File: config.mk
export PLATFORM = sky130hd
export DESIGN_NAME = pci_pm_msi_capability
export DESIGN_NICKNAME = d
export VERILOG_FILES = /design/src/pci_pm_msi_pkg.sv /design/src/pci_pm_msi_capability.sv
export SDC_FILE = /design/constraint.sdc
export NUM_CORES = 1
export LEC_CHECK = 0
export BUFFER_PORTS_ARGS = -buffer_cell sky130_fd_sc_hd__buf_2
export CELL_PAD_IN_SITES_DETAIL_PLACEMENT = 1
export CELL_PAD_IN_SITES_GLOBAL_PLACEMENT = 2
export CORE_AREA = 10 10 157 159
export DETAILED_ROUTE_END_ITERATION = 10
export DIE_AREA = 0 0 167 169
export PLACE_DENSITY = 0.76
export SLEW_MARGIN = 20
export SYNTH_ARGS = -nofsm -noshare
export SYNTH_HDL_FRONTEND = slang
export SYNTH_SLANG_ARGS = --single-unit
File: constraint.sdc
create_clock -name ref_clk -period 1.6 [get_ports ref_clk]
set_input_delay 0.08 -clock ref_clk [delete_from_list [all_inputs] [get_ports ref_clk]]
set_output_delay 0.08 -clock ref_clk [all_outputs]
set_load 0.02 [all_outputs]
File: src/pci_pm_msi_pkg.sv
/*
 * Constants, field layouts and carrier types for the power management
 * control/status and message interrupt configuration block.
 * Assumes dword-aligned configuration byte addresses with byte enables.
 */
package pci_pm_msi_pkg;

    // ------------------------------------------------------------
    // Register offsets (configuration byte addresses).
    // ------------------------------------------------------------
    localparam logic [7:0] POWER_MGMT_CTRL_STATUS_OFFSET = 8'hCC;
    localparam logic [7:0] CAP_HEADER_OFFSET = 8'hD0;
    localparam logic [7:0] MSG_CONTROL_OFFSET = 8'hD2;
    localparam logic [7:0] ADDR_LOW_OFFSET = 8'hD4;
    localparam logic [7:0] ADDR_HIGH_OFFSET = 8'hD8;
    localparam logic [7:0] MSG_DATA_OFFSET = 8'hDC;

    // ------------------------------------------------------------
    // Field values and positions.
    // ------------------------------------------------------------
    localparam logic [1:0] POWER_D0 = 2'h0;
    localparam logic [1:0] POWER_D3HOT = 2'h3;
    localparam int SOFT_RESET_SUPPRESS_BIT = 3;
    localparam int AUX_SUPPRESS_BIT = 6;
    localparam int WAKE_ENABLE_BIT = 8;
    localparam int WAKE_STATUS_BIT = 15;
    localparam logic [7:0] CAPABILITY_IDENTIFIER = 8'h05;
    localparam logic [7:0] NEXT_POINTER = 8'h00;
    localparam int MSG_ENABLE_BIT = 16;
    localparam int MULTI_MSG_LSB = 20;
    localparam int WIDE_CAPABLE_BIT = 23;
    localparam logic [15:0] MSG_CONTROL_RESET = 16'h0080;
    localparam logic [31:0] ADDR_LOW_RESET = 32'h0000_0000;
    localparam logic [3:0] ADDR_HIGH_RESET = 4'h0;
    localparam logic [15:0] MSG_DATA_RESET = 16'h0000;
    localparam logic [2:0] MULTI_MSG_RESET = 3'h0;

    // ------------------------------------------------------------
    // Types.
    // ------------------------------------------------------------
    typedef enum logic [1:0] {
        MSI_IDLE = 2'b01,
        MSI_SEND = 2'b10
    } msi_state_e;

    typedef struct packed {
        logic write;
        logic [7:0] addr;
        logic [3:0] byteEn;
        logic [31:0] wrData;
    } cfg_req_s;

    typedef struct packed {
        logic [35:0] addr;
        logic [31:0] data;
        logic wide;
    } msi_wr_s;

    typedef struct packed {
        logic [1:0] powerState;
        logic [2:0] multiMsgEnable;
        logic msgEnable;
        logic [31:0] addrLow;
        logic [3:0] addrHigh;
        logic [15:0] msgData;
        logic [31:0] rdData;
        logic ack;
        logic msiPending;
        logic legacyPending;
        msi_state_e msiState;
        msi_wr_s msiOut;
    } state_s;

endpackage : pci_pm_msi_pkg

File: src/pci_pm_msi_capability.sv
/*
 * Power state control and message signaled interrupt capability of one
 * function, with the message write launcher and the legacy pin.
 * Assumes the configuration requester holds no request while an answer
 * is pending and that the auxiliary control bit is on ref_clk.
 */
//
// Contract
// - Power state field is writable and reads back; 00 on, 11 hot low-power.
// - Writes of 10 or 01 to power state are discarded.
// - In hot low-power: config answered, I/O and memory refused, interrupts blocked; a message write launched before entry still completes.
// - Suppress bit 1: low-power to on keeps all configuration context.
// - Suppress bit 0: low-power to on performs internal reset of context.
// - Suppress bit is read-only and mirrors auxiliary control bit 6.
// - Wake enable and wake status read 0; writes do nothing.
// - Capability header reads identifier 05h and next pointer 00h.
// - An interrupt is one dword memory write to programmed address with data.
// - With message enable set, the legacy interrupt pin is not used.
// - Wide-address-capable bit reads constant 1.
// - Multi-message enable stores writes; one message only; capable field reads 000b.
// - Low address stores bits 31:2; bits 1:0 read 00b.
// - Upper address keeps bits 3:0 writable; bits 31:4 read zero.
// - Programmed data goes on lower 16 bits of each message write.
// - Message registers reset on host reset and low-power to on.
// - That transition resets them only while the suppress bit reads 0.
`timescale 1ns/100ps
module pci_pm_msi_capability (
    input wire logic ref_clk,
    input wire logic reset_n,
    input wire logic cfgValid,
    input wire pci_pm_msi_pkg::cfg_req_s cfgReq,
    output logic cfgAck,
    output logic [31:0] cfgRdData,
    input wire logic [7:0] auxControl,
    output logic ioMemEnable,
    input wire logic intEvent,
    input wire logic legacyClear,
    output logic legacyIntPin,
    output logic msiValid,
    input wire logic msiReady,
    output pci_pm_msi_pkg::msi_wr_s msiWrite
);

    // ------------------------------------------------------------
    // State and next-state logic.
    // ------------------------------------------------------------
    pci_pm_msi_pkg::state_s st_ff;
    pci_pm_msi_pkg::state_s nxt_st;
    logic suppress;
    logic isWrite;
    logic softReset;
    logic powerOn;

    assign suppress = auxControl[pci_pm_msi_pkg::AUX_SUPPRESS_BIT];
    assign isWrite = cfgValid && cfgReq.write;
    assign powerOn = (st_ff.powerState == pci_pm_msi_pkg::POWER_D0);

    always_comb begin
        nxt_st = st_ff;
        softReset = 1'b0;
        nxt_st.ack = cfgValid;
        // Configuration accesses are answered in every power state.
        if (isWrite) begin
            case (cfgReq.addr)
                pci_pm_msi_pkg::POWER_MGMT_CTRL_STATUS_OFFSET: begin
                    if (cfgReq.byteEn[0] && (cfgReq.wrData[1:0] == pci_pm_msi_pkg::POWER_D0 ||
                        cfgReq.wrData[1:0] == pci_pm_msi_pkg::POWER_D3HOT)) begin
                        nxt_st.powerState = cfgReq.wrData[1:0];
                        softReset = (st_ff.powerState == pci_pm_msi_pkg::POWER_D3HOT) &&
                            (cfgReq.wrData[1:0] == pci_pm_msi_pkg::POWER_D0) &&
                            !suppress;
                    end
                end
                pci_pm_msi_pkg::CAP_HEADER_OFFSET: begin
                    if (cfgReq.byteEn[2]) begin
                        nxt_st.msgEnable = cfgReq.wrData[pci_pm_msi_pkg::MSG_ENABLE_BIT];
                        nxt_st.multiMsgEnable =
                            cfgReq.wrData[pci_pm_msi_pkg::MULTI_MSG_LSB +: 3];
                    end
                end
                pci_pm_msi_pkg::ADDR_LOW_OFFSET: begin
                    for (int b = 0; b < 4; b++) begin
                        if (cfgReq.byteEn[b]) begin
                            nxt_st.addrLow[8*b +: 8] = cfgReq.wrData[8*b +: 8];
                        end
                    end
                    nxt_st.addrLow[1:0] = 2'h0;
                end
                pci_pm_msi_pkg::ADDR_HIGH_OFFSET: begin
                    if (cfgReq.byteEn[0]) begin
                        nxt_st.addrHigh = cfgReq.wrData[3:0];
                    end
                end
                pci_pm_msi_pkg::MSG_DATA_OFFSET: begin
                    for (int b = 0; b < 2; b++) begin
                        if (cfgReq.byteEn[b]) begin
                            nxt_st.msgData[8*b +: 8] = cfgReq.wrData[8*b +: 8];
                        end
                    end
                end
                default: begin
                end
            endcase
        end
        // Read data is built from the current register values.
        nxt_st.rdData = 32'h0000_0000;
        if (cfgValid && !cfgReq.write) begin
            case (cfgReq.addr)
                pci_pm_msi_pkg::POWER_MGMT_CTRL_STATUS_OFFSET: begin
                    nxt_st.rdData[1:0] = st_ff.powerState;
                    nxt_st.rdData[pci_pm_msi_pkg::SOFT_RESET_SUPPRESS_BIT] = suppress;
                    nxt_st.rdData[pci_pm_msi_pkg::WAKE_ENABLE_BIT] = 1'b0;
                    nxt_st.rdData[pci_pm_msi_pkg::WAKE_STATUS_BIT] = 1'b0;
                end
                pci_pm_msi_pkg::CAP_HEADER_OFFSET: begin
                    nxt_st.rdData[7:0] = pci_pm_msi_pkg::CAPABILITY_IDENTIFIER;
                    nxt_st.rdData[15:8] = pci_pm_msi_pkg::NEXT_POINTER;
                    nxt_st.rdData[pci_pm_msi_pkg::WIDE_CAPABLE_BIT] = 1'b1;
                    nxt_st.rdData[pci_pm_msi_pkg::MULTI_MSG_LSB +: 3] = st_ff.multiMsgEnable;
                    nxt_st.rdData[pci_pm_msi_pkg::MSG_ENABLE_BIT] = st_ff.msgEnable;
                end
                pci_pm_msi_pkg::ADDR_LOW_OFFSET: begin
                    nxt_st.rdData = {st_ff.addrLow[31:2], 2'h0};
                end
                pci_pm_msi_pkg::ADDR_HIGH_OFFSET: begin
                    nxt_st.rdData[3:0] = st_ff.addrHigh;
                end
                pci_pm_msi_pkg::MSG_DATA_OFFSET: begin
                    nxt_st.rdData[15:0] = st_ff.msgData;
                end
                default: begin
                end
            endcase
        end
        // Interrupt events: blocked outside the on state, set wins over clear.
        if (legacyClear) begin
            nxt_st.legacyPending = 1'b0;
        end
        if (intEvent && powerOn) begin
            if (st_ff.msgEnable) begin
                nxt_st.msiPending = 1'b1;
            end else begin
                nxt_st.legacyPending = 1'b1;
            end
        end
        case (st_ff.msiState)
            pci_pm_msi_pkg::MSI_IDLE: begin
                if (st_ff.msiPending && st_ff.msgEnable && powerOn) begin
                    nxt_st.msiState = pci_pm_msi_pkg::MSI_SEND;
                    if (!(intEvent && powerOn && st_ff.msgEnable)) begin
                        nxt_st.msiPending = 1'b0;
                    end
                    nxt_st.msiOut.addr = {st_ff.addrHigh, st_ff.addrLow[31:2], 2'h0};
                    nxt_st.msiOut.data = {16'h0000, st_ff.msgData};
                    nxt_st.msiOut.wide = (st_ff.addrHigh != 4'h0);
                end
            end
            pci_pm_msi_pkg::MSI_SEND: begin
                if (msiReady) begin
                    nxt_st.msiState = pci_pm_msi_pkg::MSI_IDLE;
                end
            end
            default: begin
                nxt_st.msiState = pci_pm_msi_pkg::MSI_IDLE;
            end
        endcase
        // Internal soft reset restores the message registers.
        if (softReset) begin
            nxt_st.msgEnable = pci_pm_msi_pkg::MSG_CONTROL_RESET[0];
            nxt_st.multiMsgEnable = pci_pm_msi_pkg::MULTI_MSG_RESET;
            nxt_st.addrLow = pci_pm_msi_pkg::ADDR_LOW_RESET;
            nxt_st.addrHigh = pci_pm_msi_pkg::ADDR_HIGH_RESET;
            nxt_st.msgData = pci_pm_msi_pkg::MSG_DATA_RESET;
            nxt_st.msiPending = 1'b0;
            nxt_st.legacyPending = 1'b0;
        end
    end

    always_ff @(posedge ref_clk) begin
        if (!reset_n) begin
            st_ff <= '0;
            st_ff.powerState <= pci_pm_msi_pkg::POWER_D0;
            st_ff.addrLow <= pci_pm_msi_pkg::ADDR_LOW_RESET;
            st_ff.msgData <= pci_pm_msi_pkg::MSG_DATA_RESET;
            st_ff.msiState <= pci_pm_msi_pkg::MSI_IDLE;
        end else begin
            st_ff <= nxt_st;
        end
    end

    // ------------------------------------------------------------
    // Outputs.
    // ------------------------------------------------------------
    assign cfgAck = st_ff.ack;
    assign cfgRdData = st_ff.rdData;
    assign ioMemEnable = powerOn;
    assign legacyIntPin = st_ff.legacyPending && !st_ff.msgEnable && powerOn;
    assign msiValid = (st_ff.msiState == pci_pm_msi_pkg::MSI_SEND);
    assign msiWrite = st_ff.msiOut;

    // ------------------------------------------------------------
    // Assertions.
    // ------------------------------------------------------------
    bad_state_drop_a: assert property (@(posedge ref_clk) disable iff (!reset_n)
        isWrite && cfgReq.addr == pci_pm_msi_pkg::POWER_MGMT_CTRL_STATUS_OFFSET && cfgReq.byteEn[0] &&
        (cfgReq.wrData[1:0] == 2'h1 || cfgReq.wrData[1:0] == 2'h2)
        |=> $stable(st_ff.powerState))
        else $error("Reserved power state code was stored.");
    lowpower_block_a: assert property (@(posedge ref_clk) disable iff (!reset_n)
        !powerOn |-> !ioMemEnable && !legacyIntPin)
        else $error("Access or interrupt allowed in low-power state.");
    keep_context_a: assert property (@(posedge ref_clk) disable iff (!reset_n)
        isWrite && cfgReq.addr == pci_pm_msi_pkg::POWER_MGMT_CTRL_STATUS_OFFSET && suppress &&
        !powerOn && cfgReq.byteEn[0] && cfgReq.wrData[1:0] == 2'h0
        |=> $stable(st_ff.addrLow) && $stable(st_ff.msgData))
        else $error("Context lost with soft reset suppressed.");
    soft_reset_a: assert property (@(posedge ref_clk) disable iff (!reset_n)
        isWrite && cfgReq.addr == pci_pm_msi_pkg::POWER_MGMT_CTRL_STATUS_OFFSET && !suppress &&
        !powerOn && cfgReq.byteEn[0] && cfgReq.wrData[1:0] == 2'h0
        |=> st_ff.addrLow == 32'h0 && st_ff.msgData == 16'h0 && !st_ff.msgEnable)
        else $error("Soft reset did not clear message registers.");
    header_read_a: assert property (@(posedge ref_clk) disable iff (!reset_n)
        cfgValid && !cfgReq.write && cfgReq.addr == pci_pm_msi_pkg::CAP_HEADER_OFFSET
        |=> cfgAck && cfgRdData[15:0] == 16'h0005 && cfgRdData[23] && cfgRdData[19:17] == 3'h0)
        else $error("Capability header or control read wrong.");
    wake_bits_a: assert property (@(posedge ref_clk) disable iff (!reset_n)
        cfgValid && !cfgReq.write && cfgReq.addr == pci_pm_msi_pkg::POWER_MGMT_CTRL_STATUS_OFFSET
        |=> cfgRdData[15] == 1'b0 && cfgRdData[8] == 1'b0 && cfgRdData[3] == $past(suppress))
        else $error("Power control status read wrong.");
    msi_content_a: assert property (@(posedge ref_clk) disable iff (!reset_n)
        $rose(msiValid) |-> msiWrite.addr[1:0] == 2'h0 && msiWrite.data[31:16] == 16'h0 &&
        msiWrite.data[15:0] == $past(st_ff.msgData) &&
        msiWrite.wide == (msiWrite.addr[35:32] != 4'h0))
        else $error("Message write content wrong.");
    msi_launch_a: assert property (@(posedge ref_clk) disable iff (!reset_n)
        intEvent && powerOn && st_ff.msgEnable && !msiValid && !st_ff.msiPending
        |=> ##1 msiValid)
        else $error("Enabled event did not launch a message.");
    legacy_quiet_a: assert property (@(posedge ref_clk) disable iff (!reset_n)
        st_ff.msgEnable |-> !legacyIntPin)
        else $error("Legacy pin used with message interrupts enabled.");
    addr_align_a: assert property (@(posedge ref_clk) disable iff (!reset_n)
        st_ff.addrLow[1:0] == 2'h0)
        else $error("Low address not dword aligned.");

endmodule : pci_pm_msi_capability

==> impl_results.md, run 1 <==
* Mapped Cells at about 630
* Outcome: completed
* Power density over the cells at roughly 1000 nW/um^2
* Worst-Margin Slew at just over 600 ps
* Port Buffers at 138
* Rows at 54
* Total track usage at 12.3%
* Share of the synthesized area in the top cell type at between 40% and 50%
* Register area share after synthesis at roughly 47%
* Crit share post-route at between 90% and 100%
* Final Hold Viols at 0
* Top FF cell, synth: dfxtp_1
* CTS tree: built
* Net Sw Frac at 21.8%
* FF+latch count, synth at 144
* Gate power share at approximately 4.5%
* WP data arrival at 1410 ps
* DRC violations left at 0
* LEAKAGE at ~3.2 nW
* Largest net degree at the start of global routing at 56
* Synthesis-to-layout area growth at 26.2%
* Initial Util at 28.5%
* Unrepaired setup endpoints after global routing: false
* Routed WL at ~17,000 microns
* Post-synth EDFFs at 0
* Worst vdd ir at between 500 and 600 uV
* DRT iter0 DRCs at 209
* Layout cells sized above 1 at 32.6%
* Fillers at around 2,500
* Netlist cell types at 41
* Hpwl dp at approximately 13,000 microns
* Fin cells at 1,040
* Die Width at ~170 microns
* Final WS setup at roughly 110 ps
* Die height at approximately 170 microns
* Mapped Avg Cell Area at 9.68 sq um
* Clock power share at between 50% and 60%
* Async SR Flop Fraction at 0%
* Worst skew pair latency at 420 ps
* Internal power at roughly 0.0063 W
* Setup_tns at 0 ps
* Total grt overflow at 0
* Via Count at around 4,500
* Final Max Tran Viols at 0
* Antenna-violating nets left at 0
* Gpl congestion at 0.771
* Hold Crit Class: in -> reg
* ANT cells at 0
* Vias in the first global route at roughly 4,800
* Drt first pass iters at 4
* Yosys top cell by area: dfxtp_1
* Maximum clock insertion buffer count at 2
* H-Tree Depth at 4
* Layout Nets at approximately 810
* Yosys warns at 0
* Net Switching at 0.00177 W
* Root Driver: clkbuf_16
* Type of origin of the critical path: flip-flop
* Netlist Area Pre-Place at between 6000 and 7000 sq um
* Fmax at roughly 670 MHz
* Final setup fails at 0
* First-pass GRT wire length at approximately 28,000 microns
* Initial antenna violation count at 0
* Setup Skew at about 14 ps
* Setup bufs post-CTS at 0
* Vias/cell at ~4.3
* I/O pins at roughly 160
* Area contributors post-synth: dfxtp_1 (47%), buf_4 (13%), mux2i_1 (9.1%), nand2_1 (6.3%), a21boi_1 (6.1%)
* Pwr Total at approximately 0.008 W
* Sink Count at roughly 140
* Register area at 2880 sq um
* Flop pwr share at between 40% and 50%
* Avg WL per Cell at about 17 microns
* CORE AREA at roughly 22,000 sq um
* Worst-path clk slew at ~60 ps
* Post-route minimum period at between 1000 and 1500 ps
* Setup CP Type: reg -> out
* Worst Setup End Kind: output port
* Crit path required time at around 1500 ps
* Worst slew margin at 59.7%
* Multi-input gate area at approximately 2400 sq um
* DP Cell Count at just under 1,000
* Inserted Clock Buffers at 17
* Crit path max fanout at 4
* Die area at ~28,000 sq um
* Number of maximum-capacitance violations at 0
* Pre-CTS setup slack at -260 ps
cell usage after synthesis (4+ instances only):
cell type	count
nor3_4	7
a22o_1	16
clkbuf_1	20
nand3_1	6
a21boi_1	50
nor2_2	24
dfxtp_1	144
nor2_1	37
nand2_1	103
mux2i_1	56
inv_1	4
nor2b_1	6
and2_1	13
buf_2	4
buf_4	105
cell type report:
type	count	share of cell area, %
multi-input cells	372	31.3
inverters	4	0.194
clock buffers	21	6.07
well taps	280	4.52
clock inverters	11	1.99
flip-flops and latches	144	37.2
repair buffers	208	18.7
logic make-up after synthesis:
logic type,share of synthesized area [%]
other,0.0611
and+or+nand+nor,18.1
buffers and inverters,15.0
AOI/OAI and AO/OA,9.91
DFF,47.0
muxes,9.69
adders and majority gates,0.204
critical path, cell delays in order, from the launching register on:
cell	delay (ps)
dfxtp_1	320
buf_4	160
nor3_4	190
and2_1	160
buf_2	170
layer usage:
layer,part of all wire (%),vias up,track usage [%]
met1,50,2119,16.2
met3,4.9,17,3.52
met5,0,-,0
met2,44,119,18.9
met4,1.3,0,4.16
li1,-,2215,-
registers in the layout, indices dropped and copies added (netlist names):
signal	cells
msiWrite	51
cfgRdData	32
st_ff	60
cfgAck	1
metrics by stage:
| stage | hold WS [ps] | instance area (sq um) | utilization [%] |
|---|---|---|---|
| CTS | 22.1 | 7740 | 35.9 |
| detailed placement | 343 | 6780 | 31.5 |
| floorplan | 225 | 6220 | - |
| global route | 29.6 | 7740 | 35.9 |
| finish | 49.7 | 7740 | 35.9 |
| global placement | 331 | 6780 | 31.5 |
cell usage in the layout, fill, tap and decap left out, drive strengths merged, types with 9 or more instances in the layout:
cell type    instances
buf                175
a22o                16
and2                13
dlygate4sd3         33
clkbuf              21
nand2              103
conb                18
a21boi              51
dfxtp              144
nor3                 9
nor2                61
mux2i               56
power by group through the flow:
stage	combinational, W	sequential [W]	clock [W]
6_report	0.000365	0.00359	0.00416
5_1_grt	0.000396	0.00359	0.00447
4_1_cts	0.000368	0.00359	0.00429
3_5_place_dp	0.000303	0.00367	0
3_3_place_gp	0.000302	0.00367	0
2_1_floorplan	0.000190	0.00367	0
what timing repair did:
action	in CTS	in global routing
cloned	0	0
setup endpoints to repair	1	1
gates resized for setup	1	1
hold buffers	33	0
endpoints found under the hold margin	53	0
worst paths after layout:
check / start / endpoint / slack, ps / cells past startpoint
setup / recovery: st_ff[163]$_SDFFE_PN0P_ / legacyIntPin / 110 / 4
hold / removal: cfgReq[1] / st_ff[107]$_SDFFE_PP0P_ / 50 / 4
setup reg to reg: st_ff[163]$_SDFFE_PN0P_ / st_ff[69]$_SDFFE_PN1P_ / 150 / 5
hold reg to reg: msiWrite[14]$_SDFFE_PN0P_ / msiWrite[14]$_SDFFE_PN0P_ / 450 / 2
Power figures use the tool's default switching activity.
==> run 2, diff against run 1 <==
RECOVER_POWER = 50   (was default)
==> impl_results.md, run 2 (synthesis results as in run 1) <==
* Die Width at 167 microns (unchanged)
* Worst skew pair latency at 420 ps (about the same)
* Worst Setup End Kind: output port (unchanged)
* Largest reg by FF count: st_ff (unchanged)
* Register area at 2880 sq um (unchanged)
* Antenna-violating nets left at 0 (unchanged)
* Largest net degree at the start of global routing at 56 (unchanged)
* Number of maximum-capacitance violations at 0 (unchanged)
* Outcome: completed (unchanged)
* Drt first pass iters at 6 (was 4)
* Die area at 28,200 sq um (unchanged)
* Crit path required time at 1520 ps (about the same)
* LEAKAGE at 2.78 nW (was 3.18 nW)
* Layout Nets at 807 (unchanged)
* Hpwl dp at 12,500 microns (unchanged)
* Maximum clock insertion buffer count at 2 (unchanged)
* Min Hold Slack at 49.5 ps (was 49.7 ps)
* Total track usage at 12.3% (unchanged)
* DRT iter0 DRCs at 204 (was 209)
* DRC violations left at 0 (unchanged)
* Routed WL at 17,400 microns (about the same)
* Max stage delay on crit path at 320 ps (about the same)
* Max FFs per register at 60 (unchanged)
* Vias in the first global route at 4,830 (unchanged)
* Hold Crit Class: in -> reg (unchanged)
* Post-Route Utilization at 35.3% (was 35.9%)
* Total grt overflow at 0 (unchanged)
* Final Max Tran Viols at 0 (unchanged)
* Worst-Margin Slew at 614 ps (was 604 ps)
* Setup CP Type: reg -> out (unchanged)
* Vias/cell at 4.30 (about the same)
* Initial Util at 28.5% (unchanged)
* Port Buffers at 138 (unchanged)
* Worst-path clk slew at 60 ps (about the same)
* ANT cells at 0 (unchanged)
* H-Tree Depth at 4 (unchanged)
* Reg2Reg Setup Slack at 150 ps (about the same)
* Type of origin of the critical path: flip-flop (unchanged)
* Sink Count at 144 (unchanged)
* Die height at 169 microns (unchanged)
* Fmax at 669 MHz (was 671 MHz)
* CTS tree: built (unchanged)
* Power density over the cells at 1070 nW/um^2 (was 1050 nW/um^2)
* Rows at 54 (unchanged)
* Commonest cells after routing, fill and taps aside: dfxtp_1 (144), nand2_1 (103), clkbuf_1 (91), mux2i_1 (56), buf_2 (52) (was dfxtp_1 (144), buf_2 (138), nand2_1 (103), mux2i_1 (56), a21boi_1 (50))
* WP data arrival at 1410 ps (about the same)
* Fillers at 2,491 (was 2,460)
* Initial antenna violation count at 0 (unchanged)
* First-pass GRT wire length at 27,700 microns (unchanged)
* Slowest stage cell, crit path: dfxtp_1 (unchanged)
* Setup Skew at 16.9 ps (was 13.7 ps)
* Avg WL per Cell at 16.8 microns (was 16.7 microns)
* Root Driver: clkbuf_16 (unchanged)
* Worst path cell trace: buf_4 > nor3_4 > and2_1 > buf_2 (unchanged)
* Most common cell after layout, fill and taps aside: dfxtp_1 (unchanged)
* Worst vdd ir at 558 uV (was 561 uV)
* Layout cells sized above 1 at 20.7% (was 32.6%)
* Final Hold Viols at 0 (unchanged)
* Worst slew margin at 59.1% (was 59.7%)
* Post-route minimum period at 1490 ps (about the same)
* Crit share post-route at 93.4% (was 93.1%)
* Gpl congestion at 0.771 (unchanged)
* Multi-input gate area at 2420 sq um (about the same)
* Final setup fails at 0 (unchanged)
* I/O pins at 164 (unchanged)
* Via Count at 4,477 (was 4,470)
* Crit path max fanout at 4 (unchanged)
* Synthesis-to-layout area growth at 24.1% (was 26.2%)
* CORE AREA at 21,600 sq um (unchanged)
* Inserted Clock Buffers at 17 (unchanged)
* Unrepaired setup endpoints after global routing: false (unchanged)
==> run 2: cell types whose count changed in the layout (fill, tap and decap cells not counted) <==
cell	delta
a21boi_0	+8
a21boi_1	-8
and2_0	+2
and2_1	-2
buf_2	-86
buf_4	-5
clkbuf_1	+90
clkbuf_2	+1
or4_1	+1
or4_4	-1
==> run 2: layout make-up <==
type / count / area share (%)
Sequential cell: 144 / 37.9
Multi-Input combinational cell: 372 / 31.8
Timing Repair Buffer: 208 / 17.4
Clock buffer: 21 / 6.18
Tap cell: 280 / 4.60
Clock inverter: 11 / 2.02
Inverter: 4 / 0.197
==> run 2: per-layer routing <==
metal,vias to the layer above,GRT usage (%),routed length (microns)
li1,2215,-,-
met1,2124,16.2,8630
met2,122,18.9,7700
met3,16,3.52,872
met4,0,4.16,226
met5,-,0,0
==> run 2: critical path, delay by kind of cell, from the launching register on <==
family                 cells  cell delay (ps)
and+or+nand+nor            2              350
buffers and inverters      2              330
DFF                        1              320
==> run 2: stage by stage <==
step | setup WS, ps | instance area (sq um) | total power (W) | TNS (ps) | instances
global route | 0.469 | 7620 | 0.00845 | 0 | 1040
finish | 106 | 7620 | 0.00811 | 0 | 1040
detailed placement | -260 | 6780 | 0.00397 | -12280 | 975
global placement | -235 | 6780 | 0.00397 | -11530 | 975
floorplan | -57.9 | 6220 | 0.00386 | -1750 | 651
CTS | 18.7 | 7740 | 0.00825 | 0 | 1040
==> run 2: path summary, 6_finish.rpt <==
kind,start,to,depth (start not counted)
worst max-delay path,st_ff[163]$_SDFFE_PN0P_,legacyIntPin,4
worst min-delay path,cfgReq[0],st_ff[122]$_SDFFE_PP0P_,4
worst max register to register,st_ff[163]$_SDFFE_PN0P_,st_ff[71]$_SDFF_PP0_,5
worst min register to register,msiWrite[59]$_SDFFE_PN0P_,msiWrite[59]$_SDFFE_PN0P_,2
==> run 2: what timing repair did <==
item,in CTS,in global routing
hold buffers,33,0
hold endpoints to repair,53,0
gates resized for setup,1,1
endpoints found under the setup margin,1,1
setup buffers,0,0
pin swaps,0,0
==> run 2: report_power, final <==
part	internal (W)	switching [W]	leakage, nW
combinational	0.000166	0.000197	1.32
clock	0.00259	0.00157	0.300
sequential	0.00359	0.00000177	1.16
total	0.00635	0.00177	2.78
==> run 3, diff against run 2 <==
BUFFER_PORTS_ARGS = -buffer_cell sky130_fd_sc_hd__buf_4   (was -buffer_cell sky130_fd_sc_hd__buf_2)
==> impl_results.md, run 3 (synthesis results as in run 1) <==
* Final setup fails at 0 (unchanged)
* Setup CP Type: reg -> out (unchanged)
* Post-route minimum period at 1520 ps (was 1490 ps)
* Hpwl dp at 13,100 microns (was 12,500 microns)
* Hold Crit Class: in -> reg (unchanged)
* Most common cell after layout, fill and taps aside: dfxtp_1 (unchanged)
* Number of maximum-capacitance violations at 0 (unchanged)
* HP Start: cfgReq[0] (unchanged)
* Setup Skew at 7.30 ps (was 16.9 ps)
* Crit-path most repeated cell: buf_4
* Final Max Tran Viols at 0 (unchanged)
* Total grt overflow at 0 (unchanged)
* Largest reg by FF count: st_ff (unchanged)
* Inserted Clock Buffers at 17 (unchanged)
* Rows at 54 (unchanged)
* Port Buffers at 138 (unchanged)
* Setup_tns at 0 ps (unchanged)
* Worst-path clk slew at 60 ps (about the same)
* Min Hold Slack at 35.3 ps (was 49.5 ps)
* Unrepaired setup endpoints after global routing: false (unchanged)
* Crit path max fanout at 4 (unchanged)
* Root Driver: clkbuf_16 (unchanged)
* Sink Count at 144 (unchanged)
* Drt first pass iters at 4 (was 6)
* Vias in the first global route at 4,988 (was 4,830)
* Maximum clock insertion buffer count at 2 (unchanged)
* Via Count at 4,488 (was 4,477)
* Final Hold Viols at 0 (unchanged)
* First-pass GRT wire length at 28,300 microns (was 27,700 microns)
* Vias/cell at 4.32 (was 4.30)
* Gpl congestion at 0.807 (was 0.771)
* H-Tree Depth at 4 (unchanged)
* Die height at 169 microns (unchanged)
* Initial antenna violation count at 0 (unchanged)
* Crit path required time at 1520 ps (about the same)
* Avg WL per Cell at 17.3 microns (was 16.8 microns)
* Delay-heaviest family, CP: simple AND/OR/NAND/NOR gates (unchanged)
* Setup bufs post-CTS at 0 (unchanged)
* CP bufs+invs at 2 (unchanged)
* Max FFs per register at 60 (unchanged)
* Commonest cells after routing, fill and taps aside: dfxtp_1 (144), nand2_1 (103), clkbuf_1 (86), buf_4 (75), mux2i_1 (56) (was dfxtp_1 (144), nand2_1 (103), clkbuf_1 (91), mux2i_1 (56), buf_2 (52))
* WP data arrival at 1440 ps (was 1410 ps)
* Type of origin of the critical path: flip-flop (unchanged)
* DRT iter0 DRCs at 138 (was 204)
* Outcome: completed (unchanged)
* Worst vdd ir at 628 uV (was 558 uV)
* DRC violations left at 0 (unchanged)
* Total track usage at 12.7% (was 12.3%)
* Layout Nets at 805 (was 807)
* DP Cell Count at 973 (was 975)
* Layout cells sized above 1 at 21.2% (was 20.7%)
* Reg-to-Reg Start: st_ff[163]$_SDFFE_PN0P_ (unchanged)
* LEAKAGE at 2.85 nW (was 2.78 nW)
* I/O pins at 164 (unchanged)
* Fmax at 656 MHz (was 669 MHz)
* CORE AREA at 21,600 sq um (unchanged)
* ANT cells at 0 (unchanged)
* Worst-Margin Slew at 783 ps (was 614 ps)
* CP startpoint: st_ff[158]$_SDFFE_PP0P_ (was st_ff[163]$_SDFFE_PN0P_)
* Die area at 28,200 sq um (unchanged)
* Crit share post-route at 95.3% (was 93.4%)
* Fin cells at 1,038 (was 1,040)
* Largest net degree at the start of global routing at 56 (unchanged)
* Synthesis-to-layout area growth at 26.5% (was 24.1%)
* Die Width at 167 microns (unchanged)
* Worst slew margin at 47.6% (was 59.1%)
* CTS tree: built (unchanged)
* Power density over the cells at 1070 nW/um^2 (about the same)
* Worst path cell trace: buf_4 > nor3_4 > and2_1 > buf_4 (was buf_4 > nor3_4 > and2_1 > buf_2)
* Routed WL at 17,900 microns (was 17,400 microns)
* Max stage delay on crit path at 310 ps (was 320 ps)
* Antenna-violating nets left at 0 (unchanged)
* Worst skew pair latency at 420 ps (about the same)
* Slowest stage cell, crit path: dfxtp_1 (unchanged)
* Initial Util at 28.5% (unchanged)
* Worst Setup End Kind: output port (unchanged)
==> run 3: changes by cell type in the layout (fill, tap and decap cells not counted), moves of 2 or more <==
cell,delta
a21boi_0,-8
a21boi_1,+8
buf_2,-51
buf_4,+55
clkbuf_1,-5
clkbuf_8,-2
inv_6,+3
==> run 3: worst min-delay path, delay by kind of cell <==
family / cells / cell delay [ps]
mux: 1 / 60
buf+inv: 2 / 190
simple gates: 1 / 70
==> run 3: area by class of cell <==
| class | instances | area (sq um) |
|---|---|---|
| clock buffers | 18 | 439 |
| well taps | 280 | 350 |
| flip-flops and latches | 144 | 2880 |
| multi-input cells | 372 | 2430 |
| fillers | 2484 | 13800 |
| clock inverters | 14 | 204 |
| inverters | 4 | 15.0 |
| repair buffers | 206 | 1440 |
==> run 3: report_power, final <==
group | switching, W | total (W) | internal, W
registers | 0.00000148 | 0.00359 | 0.00359
logic | 0.000203 | 0.000404 | 0.000201
clock network | 0.00162 | 0.00431 | 0.00268
total | 0.00183 | 0.00830 | 0.00647
==> run 3: worst paths after layout <==
path                                             endpoint  slack [ps]  cells after the start
worst min register to register  msiWrite[45]$_SDFFE_PN0P_         450                      2
worst min-delay path              st_ff[106]$_SDFFE_PP0P_          40                      4
worst max register to register     st_ff[69]$_SDFFE_PN1P_         170                      5
worst max-delay path                         legacyIntPin          80                      4
==> run 3: routing by layer <==
metal	global-route usage [%]	share of wire, %	wire [microns]
met4	3.93	1.3	227
met1	15.6	47	8340
met2	20.6	46	8310
met5	0	0	0
met3	4.01	5.9	1060
==> run 3: metrics by stage <==
| step | total power, W | utilization, % | setup WS [ps] | area (sq um) |
|---|---|---|---|---|
| 2_1_floorplan | 0.00386 | - | -57.9 | 6220 |
| 3_3_place_gp | 0.00400 | 33.0 | -247 | 7110 |
| 3_5_place_dp | 0.00401 | 33.0 | -240 | 7120 |
| 4_1_cts | 0.00841 | 37.6 | 2.23 | 8090 |
| 5_1_grt | 0.00862 | 36.0 | 12.1 | 7760 |
| 6_report | 0.00830 | 36.0 | 75.0 | 7760 |
==> run 3: repair_timing <==
action,in CTS,in global routing
hold endpoints to repair,53,0
resized for setup,1,1
cloned,0,0
hold buffers,33,0
setup endpoints to repair,1,1
